==> src/common/uvpc_cfg.svh <==
`ifndef UVPC_CFG_SVH
`define UVPC_CFG_SVH
// ----------------------------------------
// Geometry
// ----------------------------------------
`define UVPC_ADDR_W 15
`define UVPC_DATA_W 8
`define UVPC_LAST_ADDR 15'h7FFF
`define UVPC_ERASED 8'hFF
`define UVPC_ID_LINE 9
// ----------------------------------------
// Timing, clock 20 MHz
// ----------------------------------------
`define UVPC_CLK_HZ 20000000
`define UVPC_PULSE_US 100
`define UVPC_PULSE_CYC ((`UVPC_PULSE_US * `UVPC_CLK_HZ) / 1000000)
`define UVPC_SETTLE_NS 200
`define UVPC_SETTLE_CYC \
  ((`UVPC_SETTLE_NS * (`UVPC_CLK_HZ / 1000000) + 999) / 1000)
`define UVPC_MAX_PULSES 10
`define UVPC_SYNC_WAIT 16'h0002
`define UVPC_CNT_W 16
`endif

==> src/common/uvpc_pkg.sv <==
`default_nettype none
package uvpc_pkg;
  typedef enum logic [1:0] {
    UVPC_OP_READ  = 2'h0,
    UVPC_OP_PROG  = 2'h1,
    UVPC_OP_SIG   = 2'h2,
    UVPC_OP_CHECK = 2'h3
  } uvpc_op_t;

  // Pin bundle towards the memory
  typedef struct packed {
    logic [14:0] word_address;
    logic        chip_sel_n;
    logic        out_gate_n;
    logic        prog_supply_hi;
    logic        main_supply_prog;
    logic        identifier_pin_hi;
  } uvpc_pins_t;

  typedef struct packed {
    logic [7:0] data;
    logic       ok;
    logic       failed;
  } uvpc_result_t;
endpackage : uvpc_pkg
`default_nettype wire

==> src/logic/uvpc_ctrl.sv <==
// Contract
// Memory is 32768 bytes, 15 address lines, full byte per access.
// Read: select low, gate low, normal supply; device drives byte.
// Only one shared device may have select and gate both low.
// Select high means standby, data lines floating.
// Blank reads all ones; programming only clears bits.
// One-time variant can never restore programmed zeros.
// Program entry: supply 13 V, main 6.5 V, gate high, pulse select.
// Address and data settle before the select pulse.
// 100 us pulses, verify each, fail byte after 10 pulses.
// Verify: high supply, gate low, select high; device drives byte.
// Select high inhibits programming, data lines floating.
// After programming, verify all locations at 5 V supplies.
// Locations may be programmed in any address order.
// Signature when identifier pin high voltage, select and gate low.
// Code select low gives maker code, high device code; others low.
// Model erases to ones and programs by AND.
`timescale 1ns/1ns
`default_nettype none
`include "uvpc_cfg.svh"

module uvpc_ctrl #(
  parameter int PULSE_CYC  = `UVPC_PULSE_CYC,
  parameter int SETTLE_CYC = `UVPC_SETTLE_CYC,
  parameter int MAX_PULSES = `UVPC_MAX_PULSES
) (
  // Clock and reset
  input  wire logic                 mclk,
  input  wire logic                 arst_n,
  input  wire logic                 clk_en,
  // Command side
  input  wire logic                 cmd_valid,
  input  wire uvpc_pkg::uvpc_op_t   cmd_op,
  input  wire logic [14:0]          cmd_addr,
  input  wire logic [7:0]           cmd_data,
  input  wire logic                 cmd_code_sel,
  output logic                      cmd_ready,
  output var uvpc_pkg::uvpc_result_t rsp,
  output logic                      rsp_valid,
  // Memory pins
  output var uvpc_pkg::uvpc_pins_t  pins,
  output logic [7:0]                data_lines_o,
  output logic                      data_lines_oe_n,
  input  wire logic [7:0]           data_lines_i
);

  // ----------------------------------------
  // States
  // ----------------------------------------
  typedef enum logic [2:0] {
    S_IDLE   = 3'b000,
    S_SETUP  = 3'b001,
    S_PULSE  = 3'b010,
    S_VSET   = 3'b011,
    S_VSAMP  = 3'b100,
    S_RSET   = 3'b101,
    S_RSAMP  = 3'b110
  } uvpc_state_t;

  uvpc_state_t      state;
  uvpc_pkg::uvpc_op_t op;
  logic [15:0]      cnt;
  logic [3:0]       tries;
  logic [7:0]       wdata;
  logic [7:0]       sync1;
  logic [7:0]       sync2;

  function automatic logic [15:0] cyc(input int n);
    cyc = 16'(n - 1);
  endfunction : cyc

  // ----------------------------------------
  // Pin synchroniser
  // ----------------------------------------
  // Pin data passes two flops before use
  // Bus turns around freely, one flop could hand a metastable byte on
  always_ff @(posedge mclk or negedge arst_n) begin
    if (!arst_n) begin
      sync1 <= 8'h00;
      sync2 <= 8'h00;
    end else if (clk_en) begin
      sync1 <= data_lines_i;
      sync2 <= sync1;
    end
  end

  // ----------------------------------------
  // Sequencer
  // ----------------------------------------
  always_ff @(posedge mclk or negedge arst_n) begin
    if (!arst_n) begin
      state           <= S_IDLE;
      op              <= uvpc_pkg::UVPC_OP_READ;
      cnt             <= 16'h0000;
      tries           <= 4'h0;
      wdata           <= 8'hFF;
      cmd_ready       <= 1'b1;
      rsp             <= '0;
      rsp_valid       <= 1'b0;
      pins            <= '{word_address: 15'h0000, chip_sel_n: 1'b1,
                           out_gate_n: 1'b1, prog_supply_hi: 1'b0,
                           main_supply_prog: 1'b0,
                           identifier_pin_hi: 1'b0};
      data_lines_o    <= 8'hFF;
      data_lines_oe_n <= 1'b1;
    end else if (clk_en) begin
      rsp_valid <= 1'b0;
      case (state)
        S_IDLE: begin
          if (cmd_valid) begin
            cmd_ready <= 1'b0;
            op        <= cmd_op;
            wdata     <= cmd_data;
            tries     <= 4'h0;
            cnt       <= cyc(SETTLE_CYC);
            pins.word_address <= cmd_addr;
            pins.chip_sel_n   <= 1'b1;
            pins.out_gate_n   <= 1'b1;
            if (cmd_op == uvpc_pkg::UVPC_OP_PROG) begin
              pins.prog_supply_hi   <= 1'b1;
              pins.main_supply_prog <= 1'b1;
              data_lines_o    <= cmd_data;
              data_lines_oe_n <= 1'b0;
              state <= S_SETUP;
            end else begin
              pins.prog_supply_hi   <= 1'b0;
              pins.main_supply_prog <= 1'b0;
              if (cmd_op == uvpc_pkg::UVPC_OP_SIG) begin
                // Only code select may be high besides the id pin
                pins.word_address <= 15'(cmd_code_sel);
                pins.word_address[`UVPC_ID_LINE] <= 1'b1;
                pins.identifier_pin_hi <= 1'b1;
              end
              state <= S_RSET;
            end
          end
        end
        S_SETUP: begin
          if (cnt == 16'h0000) begin
            pins.chip_sel_n <= 1'b0;
            cnt   <= cyc(PULSE_CYC);
            tries <= tries + 4'h1;
            state <= S_PULSE;
          end else begin
            cnt <= cnt - 16'h0001;
          end
        end
        S_PULSE: begin
          if (cnt == 16'h0000) begin
            // Select high inhibits further writing while we verify
            pins.chip_sel_n <= 1'b1;
            data_lines_oe_n <= 1'b1;
            cnt   <= cyc(SETTLE_CYC);
            state <= S_VSET;
          end else begin
            cnt <= cnt - 16'h0001;
          end
        end
        S_VSET: begin
          pins.out_gate_n <= 1'b0;
          if (cnt == 16'h0000) begin
            cnt   <= `UVPC_SYNC_WAIT; // sync latency
            state <= S_VSAMP;
          end else begin
            cnt <= cnt - 16'h0001;
          end
        end
        S_VSAMP: begin
          if (cnt == 16'h0000) begin
            pins.out_gate_n <= 1'b1;
            if (sync2 == wdata || tries == 4'(MAX_PULSES)) begin
              rsp       <= '{data: sync2, ok: (sync2 == wdata),
                             failed: (sync2 != wdata)};
              rsp_valid <= 1'b1;
              pins.prog_supply_hi   <= 1'b0;
              pins.main_supply_prog <= 1'b0;
              cmd_ready <= 1'b1;
              state     <= S_IDLE;
            end else begin
              data_lines_o    <= wdata;
              data_lines_oe_n <= 1'b0;
              cnt   <= cyc(SETTLE_CYC);
              state <= S_SETUP;
            end
          end else begin
            cnt <= cnt - 16'h0001;
          end
        end
        S_RSET: begin
          pins.chip_sel_n <= 1'b0;
          pins.out_gate_n <= 1'b0;
          if (cnt == 16'h0000) begin
            cnt   <= `UVPC_SYNC_WAIT;
            state <= S_RSAMP;
          end else begin
            cnt <= cnt - 16'h0001;
          end
        end
        S_RSAMP: begin
          if (cnt == 16'h0000) begin
            pins.chip_sel_n <= 1'b1;
            pins.out_gate_n <= 1'b1;
            pins.identifier_pin_hi <= 1'b0;
            rsp       <= '{data: sync2,
                           ok: (op != uvpc_pkg::UVPC_OP_CHECK) ||
                               (sync2 == wdata),
                           failed: (op == uvpc_pkg::UVPC_OP_CHECK) &&
                                   (sync2 != wdata)};
            rsp_valid <= 1'b1;
            cmd_ready <= 1'b1;
            state     <= S_IDLE;
          end else begin
            cnt <= cnt - 16'h0001;
          end
        end
        default: state <= S_IDLE;
      endcase
    end
  end

endmodule : uvpc_ctrl
`default_nettype wire

==> config.mk <==
export PLATFORM = sky130hd
export DESIGN_NAME = uvpc_ctrl
export DESIGN_NICKNAME = d
export VERILOG_FILES = /design/src/common/uvpc_pkg.sv /design/src/logic/uvpc_ctrl.sv
export VERILOG_INCLUDE_DIRS = /design/src /design/src/common
export SDC_FILE = /design/constraint.sdc
export NUM_CORES = 1
export LEC_CHECK = 0
export ABC_AREA = 1
export BUFFER_PORTS_ARGS = -buffer_cell sky130_fd_sc_hd__buf_2
export CORE_AREA = 5 5 114 116
export CTS_BUF_LIST = sky130_fd_sc_hd__clkbuf_8
export DETAILED_ROUTE_END_ITERATION = 6
export DIE_AREA = 0 0 119 121
export GPL_TIMING_DRIVEN = 0
export RECOVER_POWER = 100
export SLEW_MARGIN = 10
export SYNTH_ARGS = -nofsm -noshare
export SYNTH_HDL_FRONTEND = slang
export SYNTH_SLANG_ARGS = --single-unit
==> constraint.sdc <==
create_clock -name mclk -period 4.2 [get_ports mclk]
set_clock_uncertainty 0.05 [all_clocks]
set_input_delay 0.42 -clock mclk [delete_from_list [all_inputs] [get_ports mclk]]
set_output_delay 0.42 -clock mclk [all_outputs]
set_load 0.01 [all_outputs]
# Word-level counts from Yosys, hierarchy flattened

Index checks and enable logic that the tools add are counted.

$add $sub $neg: 2
Eq/ne operators: 27
Mux-type cells: 58
Reduce and logical (&&, ||, !) cells: 27

Operators with widths:

| kind                  | number |
|---|---|
| $mux 16               | 7 |
| $pmux 16 s6           | 1 |
| $mux 8                | 4 |
| $mux 10               | 3 |
| $mux 15               | 2 |
| $ne 2x2->1 const B    | 14 |
| $mux 3                | 9 |
| $reduce_and 6->1      | 4 |
| $pmux 3 s7            | 1 |
| $pmux 10 s2           | 1 |
| $reduce_and 5->1      | 4 |
| $logic_not 16->1      | 1 |
| $pmux 8 s2            | 1 |
| $sub 16x1->16 const B | 1 |
| $mux 1                | 15 |
| $eq 3x3->1 const B    | 3 |
| $eq 8x8->1            | 1 |
| $mux 4                | 2 |
| $ne 8x8->1            | 1 |
| $pmux 4 s2            | 1 |
| $reduce_and 8->1      | 1 |
| $reduce_bool 2->1     | 4 |
| $reduce_and 7->1      | 1 |
| $eq 3x2->1 const B    | 2 |
| 23 further kinds      | 30 |

Register bits: 90
Bits of input ports: 38
Output and inout port bits: 41
Word-level logic and storage cells: 134

# Longest topological paths before layout

Gate-level depths: netlist of run 1.

Depth after elaboration: 5
Gate-level depth with buffers: 15
Mapped depth without buffers: 13

# Worst setup path after synthesis of run 1

OpenSTA, ideal clock, no wires.

Kind: register to register
From: reg, netlist name cnt[0]
To: reg pins[10] (netlist name)
Library setup time: 0.118 ns
Arrival time: 1.837 ns
Data required time: 4.032 ns
Slack: 2.195 ns
Stages on the path, launching flop included: 16
Buffers on the path: 2
Clock period less this slack: 2.005 ns
Cells stage by stage: dfrtp_1 > inv_1 > ha_1 > nand3_2 > nor2_4 > nand2_4 > clkinv_2 > nand2_2 > nand2_2 > nand2_4 > nor2_8 > inv_2 > buf_6 > buf_6 > nand2_1 > nand2_1

RTL lines:

| item                 | RTL line         | RTL |
|---|---|---|
| end signal, assigned | uvpc_ctrl.sv:100 | `pins <= '{word_address: 15'h0000, chip_sel_n: 1'b1,` |
| end, declared        | uvpc_ctrl.sv:41  | `output var uvpc_pkg::uvpc_pins_t pins,` |

==> run_results.csv, run 1 <==
group,metric,value,unit
run_status,outcome,"complete, but fails checks",
run_status,violations,"capacitance limit, slew limit",
synth,yosys_warnings,0,
synth,syn_inst,620,
floorplanning,initial_core_util,0.394,
floorplanning,ioPinCount,79,
pwr,seqPwrFrac,0.381,
timing,relSlewSlack,-0.265,
setup_path,crit-reg2reg-launch,"cnt[0]$_DFFE_PN0P_",
clock_network,cts.path.max_buffers,2,
global_routing,gr-total-overflow,0,
timing,rsz0062_at_grt,"false",
synth,synth_area,0.00465,sq mm
floorplanning,die_h,121,um
pwr,power.share.combinational,0.470,
floorplanning,die_area,0.0144,sq mm
pwr,intPower,2.06,mW
cells_and_area,drive_gt1_frac,0.130,
setup_path,path_cells,"inv_1, ha_1, nand3_1, nor2_1, nand2_1, clkinvlp_2, nand2_1, nand2_1, nand2_4, nor2_8, clkbuf_1, o21ai_0, nand2_1",
setup_path,cpLargestDelayFamily,"simple AND/OR/NAND/NOR gates",
place,io_buffers,77,
synth,ys.flop_type,"dfrtp_1",
clock_network,cts_sinks,89,
setup_path,start_kind,"flop",
cells_and_area,layout.nets,751,
cells_and_area,final_util,0.453,
setup_path,r2r_slack,1.16,ns
cells_and_area,area.growth.synth_to_final,15.0,%
cells_and_area,multi_input_area,0.00204,sq mm
setup_path,path_buf_inv,3,
place,pre_cts_ws,1.71,ns
timing,period_share,0.724,
setup_path,slowest_delay,0.44,ns
floorplanning,die_w,119,um
drt,drt_wl_total,11.7,mm
setup_path,cp.required,4.44,ns
timing,hold_violations,0,
synth,syn_area_per_cell,7.50,sq um
global_routing,antenna_found_initial,0,
drt,firstDrtPassIters,5,
setup_path,setup.worst_path.end,"pins[14]$_DFFE_PN0P_",
setup_path,crit_cells,13,
clock_network,ctsResizeCount,0,
clock_network,cts_root_buf,"clkbuf_8",
global_routing,grt_usage,0.170,
clock_network,cts_tree,"done",
floorplanning,rows,40,
pwr,power.share.clock,0.149,
drt,ant_nets,0,
setup_path,critical_path.startpoint,"cnt[0]$_DFFE_PN0P_",
clock_network,numCtsBuffers,9,
timing,setup_viol,0,
synth,synth_nets,661,
pwr,pwr_density_cell,702,mW/mm^2
pwr,p_switching,1.69,mW
pwr,switching_share,0.451,
setup_path,worst_r2r_endpoint,"pins[14]$_DFFE_PN0P_",
synth,post-synth-top-area-cell,"dfrtp_1",
pwr,ir_drop,396,uV
setup_path,critPathKind,"reg2reg",
drt,drc,0,
synth,synth_edf_count,0,
timing,slew_violations,33,
synth,synth.area.top_cells,"dfrtp_1 37%, nand2_1 19%, dfstp_2 11%",
job,drv_cap,1,
timing,setup_tns,0,ns
timing,fmax,0.329,GHz
place,place_congestion,0.879,
clock_network,clkTransAtPathRegs,0.09,ns
clock_network,htreeDepth,3,
cells_and_area,fill_cells,1240,
cells_and_area,seq_area,0.00225,sq mm
global_routing,grt_pass1_vias,4146,
hold_path,hp-class,"in2reg",
timing,min_period,3.04,ns
clock_network,cts_setup_buffers,0,
drt,post_drt_wl_per_cell,13.5,um
setup_path,ff2ff_path_depth,13,
clock_network,clock_latency,0.36,ns
floorplanning,core_area,0.0118,sq mm
place,hpwlAfterDp,8.78,mm
synth,synthArstFlopShare,1.00,
setup_path,critical_path.max_fanout,10,
synth,synth_seq_cells,89,
drt,via_per_inst,4.86,
synth,synth_cell_types,35,
global_routing,grt_max_degree,58,
pwr,p_leak,2.76,nW
drt,num_vias,4197,
global_routing,grt_pass1_wl,19.9,mm
synth,synth_seq_area_share,0.484,
synth,synth_top_area_share,0.371,
pwr,power.total,3.76,mW
setup_path,crit_path_end_kind,"flop",
drt,drt_iter0_drc,281,
place,dpl_cell_area,0.00525,sq mm
setup_path,slowest_stage,"dfrtp_1",
timing,timing.final.ws_setup,1.16,ns
setup_path,worstPathArrival,3.29,ns
setup_path,cp_common_cell,"nand2_1",
cells_and_area,fin_area,0.00535,sq mm
timing,tightest_slew,1.90,ns
## cell type report
| type | instances | share of cell area |
|---|---|---|
| tap | 147 | 0.0344 |
| clock buffer | 9 | 0.0231 |
| antenna | 1 | 0.000468 |
| inverter | 63 | 0.0444 |
| sequential | 89 | 0.421 |
| buffer | 17 | 0.0154 |
| multi-input combinational | 451 | 0.381 |
| clock inverter | 7 | 0.0108 |
| timing repair buffer | 79 | 0.0697 |
## per-stage QoR
step                      hold WS [ns]  cells
after floorplan                 0.0744    620
after global placement           0.404    844
after detailed placement         0.348    845
after CTS                        0.182    862
after global routing             0.195    862
final                            0.203    863
## worst reg2reg max path, cell delays in order (launching register included)
cell and delay (ns):
dfrtp_1 0.44, inv_1 0.16, ha_1 0.21, nand3_1 0.22
nor2_1 0.25, nand2_1 0.33, clkinvlp_2 0.20, nand2_1 0.13
nand2_1 0.14, nand2_4 0.09, nor2_8 0.14, clkbuf_1 0.36
o21ai_0 0.16, nand2_1 0.09
## placed cells by master, fill, tap and decap left out, types with 3 or more instances in the layout
cell	instances
o21ai_1	9
clkbuf_8	9
buf_2	37
o2111ai_1	3
nor3_1	3
ha_1	3
clkbuf_1	54
o21ai_0	54
a21oi_1	5
nor2_2	6
dfrtp_1	69
inv_1	56
nand4_1	6
nor2_1	52
nand3_1	49
xnor2_1	6
inv_2	9
dfstp_2	18
nand2_1	235
xor2_1	6
## synthesized netlist by cell type (3+ instances only)
cell type	n
nor3_1	3
buf_2	7
nor2_1	50
nand2_2	4
dfrtp_1	69
a21oi_1	5
clkbuf_1	6
nand4_1	6
inv_2	9
dfstp_2	20
xnor2_1	6
o2111ai_1	3
o21ai_1	33
nand3_1	47
xor2_1	6
ha_1	3
o21ai_0	30
inv_1	52
nand2_1	232
nor2_2	7
## logic make-up (layout without fill, tap and decap cells)
group                      after synthesis  count (layout)  synth area share
and+or+nand+nor                        358             358             0.325
xor gates and xnor gates                12              12            0.0226
AOI/OAI and AO/OA                       78              78            0.0893
DFF                                     89              89             0.484
adders and majority gates                3               3           0.00807
buffers and inverters                   80             175            0.0707
other                                    0               1                 0
## power by group through the flow
| stage | registers [mW] | logic, mW | clock network [mW] |
|---|---|---|---|
| 6_report | 1.43 | 1.77 | 0.559 |
| 4_1_cts | 1.43 | 1.88 | 0.580 |
| 3_3_place_gp | 1.44 | 1.83 | 0 |
| 5_1_grt | 1.47 | 2.04 | 0.616 |
| 3_5_place_dp | 1.44 | 1.87 | 0 |
| 2_1_floorplan | 1.46 | 1.29 | 0 |
## metal layers
| metal | global-route usage | part of all wire | vias to the layer above |
|---|---|---|---|
| li1 | - | - | 2138 |
| met1 | 0.214 | 0.44 | 1957 |
| met2 | 0.283 | 0.50 | 87 |
| met3 | 0.0368 | 0.047 | 15 |
| met4 | 0.0695 | 0.017 | 0 |
| met5 | 0 | 0 | - |
## timing repair
item / CTS / global route
setup endpoints to repair: 0 / 0
endpoints found under the hold margin: 28 / 0
hold buffers: 1 / 0
## worst min-delay path by stage
stage | start | end | slack, ns | depth (start not counted)
4_1_cts | data_lines_i[0] | sync1[0]$_DFFE_PN0P_ | 0.18 | 3
2_1_floorplan | arst_n | cnt[0]$_DFFE_PN0P_ | 0.07 | 0
3_3_place_gp | sync1[0]$_DFFE_PN0P_ | sync1[0]$_DFFE_PN0P_ | 0.40 | 2
3_5_place_dp | arst_n | cnt[8]$_DFFE_PN0P_ | 0.35 | 1
5_1_grt | data_lines_i[0] | sync1[0]$_DFFE_PN0P_ | 0.19 | 3
6_report | data_lines_i[0] | sync1[0]$_DFFE_PN0P_ | 0.20 | 3
## sequential cells by signal, indices dropped and copies added (netlist names)
name and flops:
cmd_ready 1, cnt 16, data_lines_o 8, data_lines_oe_n 1, op 2, pins 19
rsp 10, rsp_valid 1, state 3, sync1 8, sync2 8, tries 4
wdata 8
No activity file was read; power rests on OpenSTA's default activity.
==> inputs of run 2 (changes only) <==
==> constraint.sdc (replaced) <==
create_clock -name mclk -period 3.1 [get_ports mclk]
set_clock_uncertainty 0.05 [all_clocks]
set_input_delay 0.31 -clock mclk [delete_from_list [all_inputs] [get_ports mclk]]
set_output_delay 0.31 -clock mclk [all_outputs]
set_load 0.01 [all_outputs]
==> run_results.csv, run 2 (same netlist as run 1, synthesis figures left out) <==
group,metric,value,unit
drt,num_vias,4184,
pwr,pwr_density_cell,952,mW/mm^2
drt,drc,0,
setup_path,cp.required,3.30,ns
cells_and_area,largest_reg_flops,19,
clock_network,numCtsBuffers,9,
global_routing,grt_pass1_vias,4146,
global_routing,antenna_found_initial,0,
setup_path,crit_path_end_kind,"flop",
timing,setup_tns,0,ns
floorplanning,rows,40,
clock_network,cts_tree,"done",
floorplanning,ioPinCount,79,
cells_and_area,layout_commonest_cell,"nand2_1",
global_routing,grt_pass1_wl,19.9,mm
clock_network,cts_setup_buffers,0,
pwr,p_leak,2.79,nW
setup_path,start_kind,"flop",
drt,via_per_inst,4.85,
setup_path,critPathKind,"reg2reg",
clock_network,cts_hold_buf,1,
timing,relSlewSlack,-0.268,
cells_and_area,fill_cells,1239,
hold_path,hp-class,"in2reg",
setup_path,critical_path.max_fanout,10,
timing,fmax,0.377,GHz
clock_network,cts_sinks,89,
cells_and_area,top_register,"pins",
drt,drt_iter0_drc,279,
cells_and_area,final_util,0.455,
place,hpwlAfterDp,8.78,mm
job,drv_cap,1,
run_status,violations,"capacitance limit, slew limit",
global_routing,grt_usage,0.170,
global_routing,grt_max_degree,58,
clock_network,ctsResizeCount,0,
drt,ant_nets,0,
drt,firstDrtPassIters,4,
cells_and_area,layout.nets,751,
run_status,outcome,"complete, but fails checks",
place,place_congestion,0.879,
clock_network,cts_root_buf,"clkbuf_8",
cells_and_area,final_cell_mix,"233 x nand2_1, 69 x dfrtp_1, 56 x inv_1, 52 x nor2_1, 52 x o21ai_0",
cells_and_area,area.growth.synth_to_final,15.5,%
floorplanning,die_w,119,um
global_routing,gr-total-overflow,0,
place,io_buffers,77,
pwr,ir_drop,536,uV
timing,min_period,2.65,ns
floorplanning,die_h,121,um
drt,post_drt_wl_per_cell,13.5,um
setup_path,slowest_stage,"dfrtp_1",
timing,setup_viol,0,
timing,tightest_slew,1.90,ns
timing,rsz0062_at_grt,"false",
cells_and_area,top_regs,"pins: 19 flops, cnt: 16 flops, rsp: 10 flops",
timing,hold_violations,0,
floorplanning,core_area,0.0118,sq mm
setup_path,path_cells,"inv_1, ha_1, nand3_1, nor2_1, nand2_4, clkinv_2, nand2_2, nand2_1, nand2_4, nor2_8, inv_2, buf_6, buf_6, nand2_1, nand2_1",
setup_path,cp_common_cell,"nand2_1",
floorplanning,die_area,0.0144,sq mm
setup_path,worstPathArrival,2.85,ns
cells_and_area,drive_gt1_frac,0.140,
clock_network,clock_latency,0.36,ns
setup_path,slowest_delay,0.44,ns
timing,slew_violations,33,
floorplanning,initial_core_util,0.394,
timing,period_share,0.856,
clock_network,htreeDepth,3,
clock_network,clkTransAtPathRegs,0.09,ns
clock_network,cts.path.max_buffers,2,
drt,drt_wl_total,11.7,mm
run 2: cell count changes in the layout (fill, tap and decap cells not counted):
cell        before  now
nand3_1         49   48
clkinvlp_2       1    0
nand2_2          2    3
nand2_4          1    2
nand2_1        235  233
buf_2           37   41
clkbuf_1        54   50
o21ai_1          9   11
o21ai_0         54   52
nand3_2          0    1
clkinv_2         1    2
run 2: worst max-delay path, delay by kind of cell (launching register included):
kind,cells,cell delay (ns)
fa+ha+maj,1,0.21
flops,1,0.44
buf+inv,5,0.57
simple gates,9,1.27
run 2: routing by layer:
metal	track usage	vias up	part of all wire	routed length, um
met5	0	-	0	0
met4	0.0695	0	0.016	182
met3	0.0368	11	0.046	531
met2	0.283	79	0.50	5790
met1	0.214	1957	0.44	5170
li1	-	2137	-	-
run 2: worst paths after layout:
path                                       from              endpoint  slack [ns]  cells after the start
max                          cnt[0]$_DFFE_PN0P_  pins[17]$_DFFE_PN0P_        0.45                     15
min                             data_lines_i[0]  sync1[0]$_DFFE_PN0P_        0.09                      3
max reg2reg                  cnt[0]$_DFFE_PN0P_  pins[17]$_DFFE_PN0P_        0.45                     15
min reg2reg                sync1[2]$_DFFE_PN0P_  sync1[2]$_DFFE_PN0P_        0.43                      2
max in group asynchronous                arst_n  wdata[3]$_DFFE_PN1P_        0.93                      3
min in group asynchronous                arst_n    cnt[6]$_DFFE_PN0P_        0.96                      2
run 2: cell type report:
type                            instances  area (sq um)  share of cell area
Multi-Input combinational cell        451          2050               0.382
Inverter                               63           238              0.0443
Tap cell                              147           184              0.0342
Buffer                                 17          87.6              0.0163
Clock buffer                            9           124              0.0231
Sequential cell                        89          2250               0.419
Timing Repair Buffer                   79           373              0.0694
Antenna cell                            1          2.50            0.000466
Clock inverter                          7          57.6              0.0107
run 2: stage by stage:
step	instances	setup slack (ns)	cell area [sq um]	hold slack [ns]	power, mW
after floorplan	620	1.10	4650	-0.0356	3.73
after global placement	844	0.639	5220	0.404	4.43
after detailed placement	845	0.613	5250	0.238	4.49
after CTS	862	0.596	5440	0.0721	5.27
after global routing	862	0.201	5370	0.0848	5.62
final	863	0.445	5370	0.0947	5.12
run 2: report_power, final:
part,internal [mW],switching (mW)
clock,0.360,0.396
sequential,1.63,0.309
combinational,0.817,1.60
total,2.81,2.31
==> inputs of run 3 (changes only) <==
--- a/config.mk
+++ b/config.mk
@@ -8,11 +8,13 @@
 export LEC_CHECK = 0
 export ABC_AREA = 1
 export BUFFER_PORTS_ARGS = -buffer_cell sky130_fd_sc_hd__buf_2
-export CORE_AREA = 5 5 114 116
+export CORE_AREA = 5 5 96 98
 export CTS_BUF_LIST = sky130_fd_sc_hd__clkbuf_8
+export CTS_CLUSTER_DIAMETER = 40
 export DETAILED_ROUTE_END_ITERATION = 6
-export DIE_AREA = 0 0 119 121
+export DIE_AREA = 0 0 101 103
 export GPL_TIMING_DRIVEN = 0
+export PLACE_DENSITY = 0.81
 export RECOVER_POWER = 100
 export SLEW_MARGIN = 10
 export SYNTH_ARGS = -nofsm -noshare
==> run_results.csv, run 3 (same netlist as run 1, synthesis figures left out) <==
group,metric,value,unit
pwr,ir_drop,494,uV
place,pre_cts_ws,0.654,ns
setup_path,critPathKind,"reg2reg",
pwr,p_switching,2.40,mW
clock_network,numCtsBuffers,9,
cells_and_area,area.growth.synth_to_final,15.3,%
clock_network,cts_sinks,89,
timing,timing.final.ws_setup,0.398,ns
global_routing,antenna_found_initial,0,
job,drv_cap,1,
timing,tightest_slew,1.65,ns
timing,relSlewSlack,-0.103,
global_routing,grt_usage,0.239,
cells_and_area,layout_commonest_cell,"nand2_1",
timing,setup_viol,0,
setup_path,worstPathArrival,2.94,ns
setup_path,crit_path_end_kind,"flop",
cells_and_area,n_antenna_cell,0,
floorplanning,core_area,0.00838,sq mm
place,place_congestion,0.894,
timing,period_share,0.872,
setup_path,r2r_slack,0.40,ns
cells_and_area,top_register,"pins",
drt,drt_wl_total,11.6,mm
setup_path,start_kind,"flop",
timing,hold_violations,0,
cells_and_area,final_cell_mix,"233 x nand2_1, 69 x dfrtp_1, 52 x inv_1, 52 x nor2_1",
clock_network,ctsResizeCount,0,
timing,min_period,2.70,ns
clock_network,clkTransAtPathRegs,0.10,ns
global_routing,grt_pass1_vias,4361,
cells_and_area,largest_reg_flops,19,
clock_network,cts_root_buf,"clkbuf_8",
pwr,intPower,2.91,mW
drt,post_drt_wl_per_cell,14.1,um
cells_and_area,top_regs,"pins: 19 flops, cnt: 16 flops, rsp: 10 flops",
drt,drc,0,
timing,slew_violations,28,
global_routing,grt_pass1_wl,19.9,mm
floorplanning,rows,34,
run_status,outcome,"complete, but fails checks",
global_routing,gr-total-overflow,0,
hold_path,hp-class,"in2reg",
drt,firstDrtPassIters,5,
timing,rsz0062_at_grt,"false",
setup_path,cp.required,3.34,ns
pwr,p_leak,2.80,nW
floorplanning,die_area,0.0104,sq mm
floorplanning,die_h,103,um
floorplanning,ioPinCount,79,
timing,fmax,0.370,GHz
place,hpwlAfterDp,8.56,mm
setup_path,critical_path.max_fanout,10,
pwr,pwr_density_cell,989,mW/mm^2
cells_and_area,drive_gt1_frac,0.147,
run_status,violations,"capacitance limit, slew limit",
pwr,seqPwrFrac,0.366,
drt,via_per_inst,5.28,
clock_network,clock_latency,0.36,ns
drt,num_vias,4347,
clock_network,htreeDepth,3,
cells_and_area,layout.nets,751,
cells_and_area,fill_cells,763,
clock_network,cts_tree,"done",
floorplanning,initial_core_util,0.555,
pwr,switching_share,0.452,
drt,ant_nets,0,
global_routing,grt_max_degree,63,
pwr,power.share.clock,0.170,
floorplanning,die_w,101,um
place,io_buffers,77,
drt,drt_iter0_drc,293,
pwr,power.share.combinational,0.464,
clock_network,cts.path.max_buffers,2,
timing,setup_tns,0,ns
## run 3: power by group through the flow
stage                     clock, mW  combinational, mW  sequential, mW
final                         0.903               2.46            1.94
after CTS                     0.918               2.55            1.94
after floorplan                   0               1.75            1.98
after detailed placement          0               2.53            1.96
after global routing          0.963               2.81            2.00
after global placement            0               2.43            1.94
## run 3: layout make-up
cell class | count | area (sq um) | area share
Buffer | 17 | 90.1 | 0.0168
Multi-Input combinational cell | 451 | 2050 | 0.382
Tap cell | 108 | 135 | 0.0252
Inverter | 63 | 238 | 0.0443
Timing Repair Buffer | 79 | 375 | 0.0700
Clock inverter | 7 | 101 | 0.0189
Sequential cell | 89 | 2250 | 0.420
Clock buffer | 9 | 124 | 0.0231
## run 3: layer usage
layer  GRT usage  up-vias  part of all wire
li1            -     2140                 -
met1       0.303     2069              0.42
met2       0.410      123              0.52
met3      0.0447       15             0.047
met4      0.0849        0             0.014
met5           0        -                 0
## run 3: path summary, 6_finish.rpt
check / to / cells after the start / startpoint
max in group asynchronous: data_lines_o[7]$_DFFE_PN1P_ / 3 / arst_n
setup reg to reg: data_lines_o[3]$_DFFE_PN1P_ / 10 / cnt[0]$_DFFE_PN0P_
hold / removal: sync1[4]$_DFFE_PN0P_ / 3 / data_lines_i[4]
min in group asynchronous: cnt[6]$_DFFE_PN0P_ / 2 / arst_n
setup / recovery: data_lines_o[3]$_DFFE_PN1P_ / 10 / cnt[0]$_DFFE_PN0P_
hold reg to reg: pins[5]$_DFFE_PN0P_ / 2 / pins[5]$_DFFE_PN0P_
## run 3: per-stage QoR
stage          area (sq um)  utilization  hold slack, ns  power [mW]  std cells
6_report               5360        0.640          0.0933        5.31        823
5_1_grt                5360        0.640           0.101        5.77        823
4_1_cts                5440        0.649          0.0765        5.41        823
3_5_place_dp           5200        0.621           0.212        4.48        806
3_3_place_gp           5170        0.617           0.404        4.37        805
2_1_floorplan          4650            -         -0.0356        3.73        620
## run 3: timing repair
| action | 4_1_cts | 5_1_grt |
|---|---|---|
| endpoints found under the hold margin | 23 | 0 |
| setup buffers | 0 | 0 |
| hold buffers | 1 | 0 |
## run 3: critical path, stage by stage (launching register included)
cell and delay, ns:
dfrtp_1 0.45, inv_1 0.15, ha_1 0.21, nand3_1 0.22
nor2_1 0.34, nand2_4 0.16, nand2_1 0.10, and3_1 0.21
nand3_1 0.26, clkbuf_2 0.28, o21ai_1 0.18
